**config.mk**
```make
export PLATFORM = sky130hd
export DESIGN_NAME = rfis_irq_status
export DESIGN_NICKNAME = d
export VERILOG_FILES = /design/src/hdl/rfis_irq_status.v /design/src/hdl/rfis_flag_bit.v
export VERILOG_INCLUDE_DIRS = /design/src /design/src/include
export SDC_FILE = /design/constraint.sdc
export NUM_CORES = 1
export LEC_CHECK = 0
export BUFFER_PORTS_ARGS = -buffer_cell sky130_fd_sc_hd__buf_2
export CORE_ASPECT_RATIO = 1.25
export CORE_MARGIN = 5
export CORE_UTILIZATION = 53
export CTS_CLUSTER_SIZE = 30
export DETAILED_ROUTE_END_ITERATION = 8
export PLACE_DENSITY_LB_ADDON = 0.25
export SLEW_MARGIN = 10
export SYNTH_ARGS = -nofsm -noshare
export SYNTH_HDL_FRONTEND = slang
export SYNTH_SLANG_ARGS = --single-unit
export TNS_END_PERCENT = 100
```
**constraint.sdc**
```tcl
create_clock -name i_clk -period 1.65 [get_ports i_clk]
set_input_delay 0.33 -clock i_clk [delete_from_list [all_inputs] [get_ports i_clk]]
set_output_delay 0.33 -clock i_clk [all_outputs]
set_load 0.02 [all_outputs]
```
**src/include/rfis_consts.vh**
```
// Constants of the interrupt status and request logic.
`ifndef RFIS_CONSTS_VH
`define RFIS_CONSTS_VH
`define RFIS_ADDR_W 5
`define RFIS_ADDR_PROTO_CTRL 5'h01
`define RFIS_ADDR_NORESP_TIME 5'h07
`define RFIS_ADDR_STATUS 5'h0C
`define RFIS_ADDR_MASK 5'h0D
`define RFIS_STATUS_RESET 8'h00
`define RFIS_MASK_RESET 6'h3E
`define RFIS_BIT_TX 7
`define RFIS_BIT_RX 6
`define RFIS_BIT_FIFO 5
`define RFIS_BIT_CRC 4
`define RFIS_BIT_PARITY 3
`define RFIS_BIT_FRAMING 2
`define RFIS_BIT_COLL 1
`define RFIS_BIT_NORESP 0
`define RFIS_PROTO_NO_RX_CRC 7
`define RFIS_FIFO_HIGH 8
`define RFIS_FIFO_LOW 4
`endif

```
**src/hdl/rfis_irq_status.v**
```verilog
// Interrupt status register and interrupt request line of the reader.
`timescale 1ns/1ps
`default_nettype none
`include "rfis_consts.vh"
// What this block does
// Status clears on reset, enable low, protocol write.
// End of status read clears bits and line.
// Host acknowledges by reading the status or by writing protocol control.
// During transmit only FIFO and transmit flags change.
// During receive only receive flag, no interrupt.
// Interrupt raised only at end of phase or on an unmasked no-response timeout.
// Transmit flag at start, interrupt at end.
// Receive flag at frame start, interrupt at end.
// FIFO flag below 4 in transmit only, never set in receive.
// CRC flag only when receive CRC enabled.
// Parity and framing faults in bits three, two.
// Collision flag on single subcarrier collision.
// No-response flag after programmed wait expires.
// Mask register gates the no-response interrupt, and a receive-end interrupt only when it meets a clearing condition.
// Flags accumulate until a clearing condition of R1 or R2.
module rfis_irq_status #(
    parameter FIFO_W = 7,
    parameter NORESP_W = 8
) (
    input wire i_clk,
    input wire i_rst_n,
    input wire i_enable,
    input wire [`RFIS_ADDR_W-1:0] i_addr,
    input wire [7:0] i_wdata,
    input wire i_wr,
    input wire i_rd,
    input wire i_rd_end,
    input wire i_tx_start,
    input wire i_tx_done,
    input wire i_rx_sof,
    input wire i_rx_done,
    input wire [FIFO_W-1:0] i_fifo_bits,
    input wire i_crc_err,
    input wire i_parity_err,
    input wire i_framing_err,
    input wire i_collision,
    input wire i_noresp_tick,
    output reg [7:0] o_rdata,
    output reg o_irq,
    output reg o_rx_decoder_en,
    output reg o_tx_active,
    output reg o_rx_active
);
    // ****************************************
    // Control registers and phase tracking
    // ****************************************
    reg no_rx_crc_reg;
    reg [5:0] mask_reg;
    reg [NORESP_W-1:0] noresp_time_reg;
    reg [NORESP_W-1:0] noresp_cnt_reg;
    reg noresp_run_reg;
    reg tx_reg;
    reg rx_reg;
    reg irq_next;
    wire [7:0] flags;
    wire [7:0] set_vec;
    wire clr;
    wire rd_status;
    wire tx_end;
    wire rx_end;
    wire noresp_hit;
    wire fifo_high;
    wire fifo_low;
    wire [5:0] masked;
    wire [NORESP_W+7:0] noresp_time_ext;

    assign noresp_time_ext = {8'h00, noresp_time_reg};
    assign rd_status = i_rd && (i_addr == `RFIS_ADDR_STATUS);
    // clearing conditions
    // read end clears
    // status read end or protocol write acknowledges
    assign clr = !i_rst_n || !i_enable || (i_wr && i_addr == `RFIS_ADDR_PROTO_CTRL)
                 || (i_rd_end && i_addr == `RFIS_ADDR_STATUS);
    assign tx_end = tx_reg && i_tx_done;
    assign rx_end = rx_reg && i_rx_done;
    assign noresp_hit = noresp_run_reg && (noresp_cnt_reg == noresp_time_reg);
    // FIFO level thresholds
    assign fifo_high = rx_reg && (i_fifo_bits > `RFIS_FIFO_HIGH);
    assign fifo_low = tx_reg && (i_fifo_bits < `RFIS_FIFO_LOW);

    // ****************************************
    // Flag set terms
    // ****************************************
    // transmit flag at start
    assign set_vec[`RFIS_BIT_TX] = i_enable && i_tx_start;
    // receive flag at SOF
    // receive blocked during transmit
    assign set_vec[`RFIS_BIT_RX] = i_enable && i_rx_sof && !tx_reg;
    // FIFO may change in transmit
    // only receive flag during receive
    assign set_vec[`RFIS_BIT_FIFO] = i_enable && (fifo_low || (fifo_high && 1'b0));
    // CRC flag gated by option
    // parity and framing faults
    // collision flag
    assign set_vec[`RFIS_BIT_CRC] = i_enable && !tx_reg && !rx_reg && i_crc_err
                                    && !no_rx_crc_reg;
    assign set_vec[`RFIS_BIT_PARITY] = i_enable && !tx_reg && !rx_reg && i_parity_err;
    assign set_vec[`RFIS_BIT_FRAMING] = i_enable && !tx_reg && !rx_reg && i_framing_err;
    assign set_vec[`RFIS_BIT_COLL] = i_enable && !tx_reg && !rx_reg && i_collision;
    // no-response timeout
    assign set_vec[`RFIS_BIT_NORESP] = i_enable && !tx_reg && !rx_reg && noresp_hit;

    // sticky flags
    genvar g;
    generate
        for (g = 0; g < 8; g = g + 1) begin : gen_flag
            rfis_flag_bit u_flag (
                .i_clk(i_clk),
                .i_clr(clr),
                .i_set(set_vec[g] && i_rst_n),
                .o_flag(flags[g])
            );
        end
    endgenerate

    // mask gating
    assign masked = flags[5:0] & mask_reg;

    // ****************************************
    // Interrupt request
    // ****************************************
    always @* begin
        irq_next = o_irq;
        // raise only at phase end or unmasked no-response hit
        if (tx_end || rx_end || (noresp_hit && mask_reg[`RFIS_BIT_NORESP])) begin
            irq_next = 1'b1;
        end
        if (clr) begin
            irq_next = 1'b0;
        end
        if (rx_end && (|masked[5:1] || flags[`RFIS_BIT_RX]) && i_enable && i_rst_n) begin
            irq_next = 1'b1;
        end
        if (tx_end && i_enable && i_rst_n) begin
            irq_next = 1'b1;
        end
    end

    always @(posedge i_clk) begin
        if (!i_rst_n) begin
            o_irq <= 1'b0;
            tx_reg <= 1'b0;
            rx_reg <= 1'b0;
            no_rx_crc_reg <= 1'b0;
            mask_reg <= `RFIS_MASK_RESET;
            noresp_time_reg <= {NORESP_W{1'b0}};
            noresp_cnt_reg <= {NORESP_W{1'b0}};
            noresp_run_reg <= 1'b0;
            o_rdata <= 8'h00;
            o_rx_decoder_en <= 1'b0;
            o_tx_active <= 1'b0;
            o_rx_active <= 1'b0;
        end else begin
            o_irq <= irq_next;
            if (!i_enable) begin
                tx_reg <= 1'b0;
                rx_reg <= 1'b0;
                o_tx_active <= 1'b0;
                o_rx_active <= 1'b0;
                mask_reg <= `RFIS_MASK_RESET;
                noresp_run_reg <= 1'b0;
            end else begin
                // transmit phase
                if (i_tx_start) begin
                    tx_reg <= 1'b1;
                    o_tx_active <= 1'b1;
                end else if (i_tx_done) begin
                    tx_reg <= 1'b0;
                    o_tx_active <= 1'b0;
                end
                // receive phase
                if (i_rx_sof && !tx_reg) begin
                    rx_reg <= 1'b1;
                    o_rx_active <= 1'b1;
                end else if (i_rx_done) begin
                    rx_reg <= 1'b0;
                    o_rx_active <= 1'b0;
                end
                // wait timer from end of transmit
                if (tx_end) begin
                    noresp_run_reg <= 1'b1;
                    noresp_cnt_reg <= {NORESP_W{1'b0}};
                end else if (i_rx_sof || noresp_hit || i_tx_start) begin
                    noresp_run_reg <= 1'b0;
                end else if (noresp_run_reg && i_noresp_tick) begin
                    noresp_cnt_reg <= noresp_cnt_reg + 1'b1;
                end
                if (i_wr) begin
                    if (i_addr == `RFIS_ADDR_PROTO_CTRL) begin
                        no_rx_crc_reg <= i_wdata[`RFIS_PROTO_NO_RX_CRC];
                    end else if (i_addr == `RFIS_ADDR_NORESP_TIME) begin
                        noresp_time_reg <= i_wdata[NORESP_W-1:0];
                    end else if (i_addr == `RFIS_ADDR_MASK) begin
                        mask_reg <= i_wdata[5:0];
                    end
                end
            end
            // decoder off while transmitting
            o_rx_decoder_en <= i_enable && !(tx_reg || i_tx_start);
            if (i_rd) begin
                if (rd_status) begin
                    o_rdata <= flags;
                end else if (i_addr == `RFIS_ADDR_MASK) begin
                    o_rdata <= {2'b00, mask_reg};
                end else if (i_addr == `RFIS_ADDR_NORESP_TIME) begin
                    o_rdata <= noresp_time_ext[7:0];
                end else if (i_addr == `RFIS_ADDR_PROTO_CTRL) begin
                    o_rdata <= {no_rx_crc_reg, 7'h00};
                end else begin
                    o_rdata <= 8'h00;
                end
            end
        end
    end
endmodule
`default_nettype wire

```
**src/hdl/rfis_flag_bit.v**
```verilog
// One sticky status flag with set-wins-over-clear behaviour.
`timescale 1ns/1ps
`default_nettype none
module rfis_flag_bit (
    input wire i_clk,
    input wire i_clr,
    input wire i_set,
    output reg o_flag
);
    always @(posedge i_clk) begin
        if (i_set) begin
            o_flag <= 1'b1;
        end else if (i_clr) begin
            o_flag <= 1'b0;
        end
    end
endmodule
`default_nettype wire

```
After elaboration in Yosys (flattened, before gate mapping)
Cells that the tools add are included.
- input port bits: 35
- register bits after elaboration: 44
- $lt $le $gt $ge: 1
- equality and inequality tests: 6
- reductions and logical operators: 62
- add/sub/neg operators: 1
- multiplexer cells: 17
- bitwise logic cells: 3
- operator list (cell ; number):
    $mux W8 ; 7
    $logic_and A1 B1 Y1 ; 36
    $eq A5 B4 Y1 const B ; 2
    $mux W1 ; 10
    $logic_or A1 B1 Y1 ; 9
    $add A8 B1 Y8 const B ; 1
    $eq A8 B8 Y1 ; 1
    $reduce_and A4 Y1 ; 2
    $reduce_bool A2 Y1 ; 4
    $lt A7 B3 Y1 const B ; 1
    $and A6 B6 Y6 ; 1
    $logic_not A1 Y1 ; 6
    $reduce_and A3 Y1 ; 2
    $eq A5 B1 Y1 const B ; 1
    $eq A5 B3 Y1 const B ; 1
    $reduce_or A5 Y1 ; 1
    $reduce_bool A4 Y1 ; 1
    $ne A2 B2 Y1 const B ; 1
    $not A1 Y1 ; 2
    $reduce_and A2 Y1 ; 1

Longest topological paths before layout
Gate-level depths: netlist of run 1.
- word-level depth: 8
- gate-level depth with buffers: 6
- gate-level depth less buffers: 5

Cells and area by module
From an unflattened synthesis of run 1, not the netlist that was laid out.
- cell total of the unflattened synthesis: 243
- area total of the unflattened synthesis: 2098.3 um2
- modules (own cells, without submodules) (module ; area an instance (um2) ; seq. area each (um2) ; cells each ; times used):
    rfis_irq_status ; 1848.0 ; 720.7 ; 219 ; 1
    rfis_flag_bit ; 31.3 ; 20.0 ; 3 ; 8

Worst setup path before layout of run 1
Ideal clock, no wire load.
- kind: in2reg
- start: input i_tx_start
- end: register noresp_cnt_reg[3]
- path buffers: 1
- library setup time: 74 ps
- arrival: 1438 ps
- setup slack: 137 ps
- required time: 1576 ps
- cell stages on the path: 6
- cell sequence: nor3b_2 -> and3_1 -> buf_4 -> nand4_1 -> or4_1 -> a31oi_1
- longest elaborated chain between the ends: 3
- RTL lines (item ; line ; source):
    start, declared ; rfis_irq_status.v:33 ; input wire i_tx_start,
    $logic_or A1 B1 Y1 ; rfis_irq_status.v:188 ; end else if (i_rx_sof || noresp_hit || i_tx_start) begin
    $ne A2 B2 Y1 (no source line) ; -- ;
    $reduce_and A3 Y1 (no source line) ; -- ;
    end signal, assigned ; rfis_irq_status.v:152 ; noresp_cnt_reg <= {NORESP_W{1'b0}};
    end signal, assigned ; rfis_irq_status.v:187 ; noresp_cnt_reg <= {NORESP_W{1'b0}};
    end signal, assigned ; rfis_irq_status.v:191 ; noresp_cnt_reg <= noresp_cnt_reg + 1'b1;
    end, declared ; rfis_irq_status.v:55 ; reg [NORESP_W-1:0] noresp_cnt_reg;
Every way passes these cells.
A chain may end at the register's enable or synchronous reset.

Final worst setup path of run 1
- start: register noresp_run_reg
- end: register noresp_cnt_reg[3]
- longest elaborated chain between the ends: 5
- RTL lines (item ; line ; source):
    start, declared ; rfis_irq_status.v:56 ; reg noresp_run_reg;
    start signal, assigned ; rfis_irq_status.v:153 ; noresp_run_reg <= 1'b0;
    start signal, assigned ; rfis_irq_status.v:166 ; noresp_run_reg <= 1'b0;
    start signal, assigned ; rfis_irq_status.v:186 ; noresp_run_reg <= 1'b1;
    $logic_and A1 B1 Y1 ; rfis_irq_status.v:81 ; assign noresp_hit = noresp_run_reg && (noresp_cnt_reg == noresp_time_reg);
    $logic_or A1 B1 Y1 (2 in a row) ; rfis_irq_status.v:188 ;
    $ne A2 B2 Y1 (no source line) ; -- ;
    $reduce_and A3 Y1 (no source line) (*) ; -- ;
Mark *: on every way between the ends. The rest lies on a longest branch, timed or not.

==> impl_metrics.toml, run 1 <==
[die]
core_sq_um = 3780
ios = 47
dieArea_sq_um = 5230
core.rowCount = 25
start_util = 0.543
dieWidth_microns = 65.7
die_h_microns = 79.7

[power]
ir_drop_mv = 0.618
p_clk_frac = 0.347
seqPwrFrac = 0.547
p_sw_frac = 0.266
p_int_w = 0.00148
power.density_nw_per_um2 = 774
net-switching-power_w = 0.000534
cellLeakagePower_nw = 1.12
p_comb_frac = 0.106
finalPower_w = 0.00201

[clock_network]
cts_buffer_depth = 2
clk_latency_ns = 0.30
numCtsBuffers = 5
ctsHoldBuffers = 0
cts_tree = "done"
clock-sinks = 44
cts.clk_slew.worst_paths_ns = 0.09
ctsRootBufferMaster = "clkbuf_8"
h-tree-depth = 2

[routing]
drtPass1Iterations = 4
drt_wl_total_microns = 5310
drc = 0
wl_per_cell_microns = 15.0
drt_iter0_drc = 103
ant_nets = 0
via_count = 2001
viasPerCell = 5.67

[grt]
grt_pass1_vias = 1820
grt_usage = 0.211
antenna_found_initial = 0
gr-max-usage-layer = "met2"
grt_pass1_wl_microns = 8480
met1_usage = 0.264
grt_overflow = 0
grtUsageMet3 = 0.0507
grt_use_met2 = 0.342
grt_max_degree = 24

[cells_and_area]
multi_input_area_sq_um = 1130
nFillCells = 305
finish.utilization = 0.687
fin_nets = 334
post-route-cell-area_sq_um = 2600
regArea_sq_um = 885
antennaDiodeCount = 0
layout-drive-gt1-share = 0.314
syn2layout_area_growth_pct = 26.4

[setup_path]
cp_slowest_stage_delay_ns = 0.41
crit_chain = "nor3b_4, and3_4, nand4_1, or4_1, a31oi_1"
critical_path_buf_inv_count = 0
crit_path_end_kind = "flop"
cp-start-kind = "flop"
path_delay_family = "simple AND/OR/NAND/NOR gates"
cp.required_ns = 1.89
arrival_ns = 1.85
cp_slowest_cell = "or4_1"
worstSetupPathType = "flop to flop"
crit_fanout = 6

[timing]
timing.final.hold_violations = 0
fin_worst_hold_slack_ns = 0.232
skew_ns = 0.00565
period_share = 0.976
maxSlewViolCount = 0
worstMarginPinSlew_ns = 0.619
slew_headroom = 0.584
period_minus_slack_ns = 1.61
finalSetupViolCount = 0
rsz0062_at_grt = "true"
clock.fmax_mhz = 621

[synthesis]
syn_inst = 235
synth_top_area_share = 0.428
ys_warn_count = 0
yosys_register_bits = 44
synth_flop_cell = "dfxtp_1"
synth.top_cells.by_count = "dfxtp_1, nand2_1, nor2_1, nand3_1"
yosysUniqueCellTypes = 42
yosysSeqAreaShare = 0.428
yosysMostFrequentCell = "dfxtp_1"
syn_avg_cell_area_sq_um = 8.75
syn_nets = 271
syn_area_sq_um = 2060
synth-async-reset-ratio = 0
synth_edf_count = 0
yosys.area.top_type = "dfxtp_1"
synth_area_leaders = "dfxtp_1, nand2_1, nor2_1"

[place]
post-dp-hpwl_microns = 3930
dpl_cell_area_sq_um = 2460
place.gp.congestion = 0.870
portBuffers = 44

[worst_hold_path]
hp-class = "input port to flop"

[flow_run]
drv_cap = 0

[outcome]
outcome = "completed"
-- repair_timing --
action / CTS / global route
setup endpoints to repair: 0 / 8
resized for setup: 0 / 10
buffers inserted: 0 / 1
hold endpoints to repair: 0 / 0
-- cell usage in the layout (no fill, tap or decap), types with 3 or more instances in the layout --
master and instances:
o211ai_1 4, a22oi_1 8, nand4_1 3, a21oi_1 9
dfxtp_2 3, xnor2_1 6, inv_1 6, a211oi_1 8
nand2_1 29, or4_1 5, buf_4 24, buf_2 44
and3_1 4, a31oi_1 7, a22o_1 4, mux2i_1 9
dfxtp_1 41, clkbuf_8 5, mux2_2 6, o22ai_1 3
nor2_1 25, a32oi_1 3, nand3_1 14
-- layer usage --
layer,vias up,part of all wire
met1,949,0.43
met4,0,0.026
met2,50,0.49
li1,989,-
met3,13,0.050
met5,-,0
-- layout make-up --
| type | count | share of cell area |
|---|---|---|
| multi-input combinational | 173 | 0.436 |
| clock inverter | 3 | 0.00914 |
| clock buffer | 5 | 0.0265 |
| tap | 54 | 0.0260 |
| timing repair buffer | 68 | 0.154 |
| sequential | 44 | 0.340 |
| inverter | 6 | 0.00866 |
-- worst paths after layout --
check / start / slack (ns) / to / depth (start not counted)
setup / recovery: noresp_run_reg / 0.04 / noresp_cnt_reg[3] / 5
hold / removal: i_collision / 0.23 / gen_flag[1].u_flag.o_flag / 2
setup reg to reg: noresp_run_reg / 0.04 / noresp_cnt_reg[3] / 5
hold reg to reg: o_rdata[4] / 0.49 / o_rdata[4] / 2
-- cells by family after synthesis --
kind of cell	count (synthesis)	share of synthesized area
AO/OA/AOI/OAI	52	0.178
AND/OR/NAND/NOR	97	0.240
flip-flops	44	0.428
XOR/XNOR	8	0.0341
buffers and inverters	18	0.0371
multiplexers	15	0.0766
adder cells (fa/ha/maj)	1	0.00608
-- through the flow --
step | TNS (ns) | setup WS (ns) | std cells
floorplan | 0 | 0.137 | 235
global placement | -0.127 | -0.0509 | 344
detailed placement | -0.187 | -0.0788 | 344
CTS | 0 | 0.00172 | 352
global route | -0.114 | -0.0450 | 353
finish | 0 | 0.0394 | 353
-- power groups by stage --
stage | combinational [W] | sequential, W | clock (W)
2_1_floorplan | 0.0000925 | 0.00114 | 0
3_3_place_gp | 0.000207 | 0.00112 | 0
3_5_place_dp | 0.000208 | 0.00112 | 0
4_1_cts | 0.000210 | 0.00110 | 0.000708
5_1_grt | 0.000234 | 0.00110 | 0.000766
6_report | 0.000214 | 0.00110 | 0.000699
Power figures use the tool's default switching activity.
==> inputs of run 2 (changes only) <==
- ABC_AREA: unset -> 1
==> impl_metrics.toml, run 2 <==
[setup_path]
cp-start-kind = "flop"
arrival_ns = 1.69
cp_slowest_cell = "dfxtp_1"
cp_slowest_stage_delay_ns = 0.43
worstSetupPathDepth = 10
critical_path_buf_inv_count = 0
cp.required_ns = 1.88
crit_path_end_kind = "flop"
ff2ff_path_depth = 10
cp-startpoint = "noresp_cnt_reg[6]"
critPathMostFrequentCell = "nand2_1"
crit_chain = "nand2_1, nand2_1, nand2_1, nor2_1, nand3_2, nand3_2, nand2_4, nand2_1, nand2_1, a21oi_1"
rr_endpoint = "noresp_cnt_reg[5]"
rr_startpoint = "noresp_cnt_reg[6]"
path_delay_family = "simple AND/OR/NAND/NOR gates"
crit_fanout = 15
rrSetupSlack_ns = 0.18
worstSetupPathType = "flop to flop"
endpoint = "noresp_cnt_reg[5]"

[die]
ios = 47
core.rowCount = 25
core_sq_um = 3820
start_util = 0.552
dieWidth_microns = 66.4
dieArea_sq_um = 5340
die_h_microns = 80.5

[synthesis]
synth_top_area_share = 0.418
syn_nets = 331
synth_flop_cell = "dfxtp_1"
yosysUniqueCellTypes = 37
synth.top_cells.by_count = "nand2_1, dfxtp_1, a21oi_1, inv_1, o21ai_0"
yosysMostFrequentCell = "nand2_1"
yosys.area.top_type = "dfxtp_1"
yosysSeqAreaShare = 0.418
synth-async-reset-ratio = 0
syn_avg_cell_area_sq_um = 7.14
synth_area_leaders = "dfxtp_1, nand2_1, a21oi_1"
syn_area_sq_um = 2110
syn_inst = 295
yosys_register_bits = 44
ys_warn_count = 0
synth_edf_count = 0

[grt]
grt_pass1_wl_microns = 8770
grt_overflow = 0
grt_max_degree = 24
antenna_found_initial = 0
grt_usage = 0.213
grt_pass1_vias = 1974

[flow_run]
drv_cap = 0

[outcome]
outcome = "completed"

[timing]
skew_ns = 0.00804
fin_worst_hold_slack_ns = 0.205
finalSetupViolCount = 0
worstMarginPinSlew_ns = 0.381
period_share = 0.890
period_minus_slack_ns = 1.47
setup-tns-final_ns = 0
rsz0062_at_grt = "false"
timing.final.hold_violations = 0
timing.final.ws_setup_ns = 0.182
maxSlewViolCount = 0
slew_headroom = 0.744
clock.fmax_mhz = 681

[place]
post-dp-hpwl_microns = 4010
place.gp.congestion = 0.871
dpl_worst_slack_ns = 0.188
portBuffers = 44

[routing]
drt_wl_total_microns = 5170
drtPass1Iterations = 5
drc = 0
via_count = 2118
ant_nets = 0
viasPerCell = 5.24
drt_iter0_drc = 149
wl_per_cell_microns = 12.8

[worst_hold_path]
hp-class = "input port to flop"

[clock_network]
clock-sinks = 44
ctsRootBufferMaster = "clkbuf_8"
cts.clk_slew.worst_paths_ns = 0.09
cts_tree = "done"
cts_buffer_depth = 2
numCtsBuffers = 5
postCtsSetupRepairBufs = 0
h-tree-depth = 2
clk_latency_ns = 0.30

[cells_and_area]
nFillCells = 366
finish.utilization = 0.676
syn2layout_area_growth_pct = 22.6
final_cell_mix = "nand2_1, buf_2, dfxtp_1"
final_common_cell = "nand2_1"
fin_nets = 385
antennaDiodeCount = 0
regArea_sq_um = 887
layout-drive-gt1-share = 0.234
multi_input_area_sq_um = 1040

[power]
ir_drop_mv = 0.728
cellLeakagePower_nw = 1.17
power.density_nw_per_um2 = 955
## run 2: changes by cell type after synthesis, sizes merged, moves of 8 or more
cell,before,now
a211oi,8,0
a21oi,9,31
inv,6,32
mux2i,9,0
nand2,29,71
nand3,15,25
o21ai,2,26
## run 2: worst min path at each step
stage / from / endpoint / slack (ns) / depth (start not counted)
2_1_floorplan: i_tx_start / o_rx_decoder_en / 0.41 / 1
3_3_place_gp: gen_flag[7].u_flag.o_flag / gen_flag[7].u_flag.o_flag / 0.44 / 2
3_5_place_dp: gen_flag[7].u_flag.o_flag / gen_flag[7].u_flag.o_flag / 0.44 / 2
4_1_cts: i_fifo_bits[2] / gen_flag[5].u_flag.o_flag / 0.20 / 2
5_1_grt: i_fifo_bits[2] / gen_flag[5].u_flag.o_flag / 0.21 / 2
6_report: i_fifo_bits[2] / gen_flag[5].u_flag.o_flag / 0.21 / 2
## run 2: area by class of cell
cell class              instances  area share
inverters                      34      0.0494
flip-flops and latches         44       0.344
clock inverters                 3      0.0349
multi-input cells             210       0.405
well taps                      54      0.0262
clock buffers                   5      0.0267
repair buffers                 54       0.114
## run 2: kinds of logic (layout without fill, tap and decap cells)
logic type,count (synthesis),after routing,synth area share
compound gates,72,72,0.193
xor+xnor,2,2,0.00832
fa+ha+maj,1,1,0.00594
buf+inv,41,96,0.0856
flops,44,44,0.418
simple gates,135,135,0.289
## run 2: routing by layer
| layer | track usage | wire (microns) | share of wire |
|---|---|---|---|
| met3 | 0.0531 | 276 | 0.053 |
| met4 | 0.0874 | 95 | 0.018 |
| met2 | 0.379 | 2770 | 0.54 |
| met5 | 0 | 0 | 0 |
| met1 | 0.238 | 2030 | 0.39 |
## run 2: timing repair
| action | 4_1_cts | 5_1_grt |
|---|---|---|
| hold buffers | 0 | 0 |
| endpoints found under the setup margin | 0 | 2 |
| resized for setup | 0 | 5 |
## run 2: stage by stage
stage,instances,instance area [sq um],total power (W)
finish,404,2580,0.00247
floorplan,295,2110,0.00127
global placement,396,2420,0.00136
global route,404,2580,0.00256
CTS,404,2570,0.00248
detailed placement,396,2420,0.00136
## run 2: worst register-to-register path: stages (launching register included)
cell and delay [ns]:
dfxtp_1 0.43, nand2_1 0.08, nand2_1 0.07, nand2_1 0.06, nor2_1 0.13, nand3_2 0.12
nand3_2 0.09, nand2_4 0.12, nand2_1 0.12, nand2_1 0.05, a21oi_1 0.12
## run 2: where the power goes
group	switching (W)	internal [W]
clock	0.000368	0.000757
sequential	0.0000223	0.00109
combinational	0.000136	0.0000909
total	0.000526	0.00194
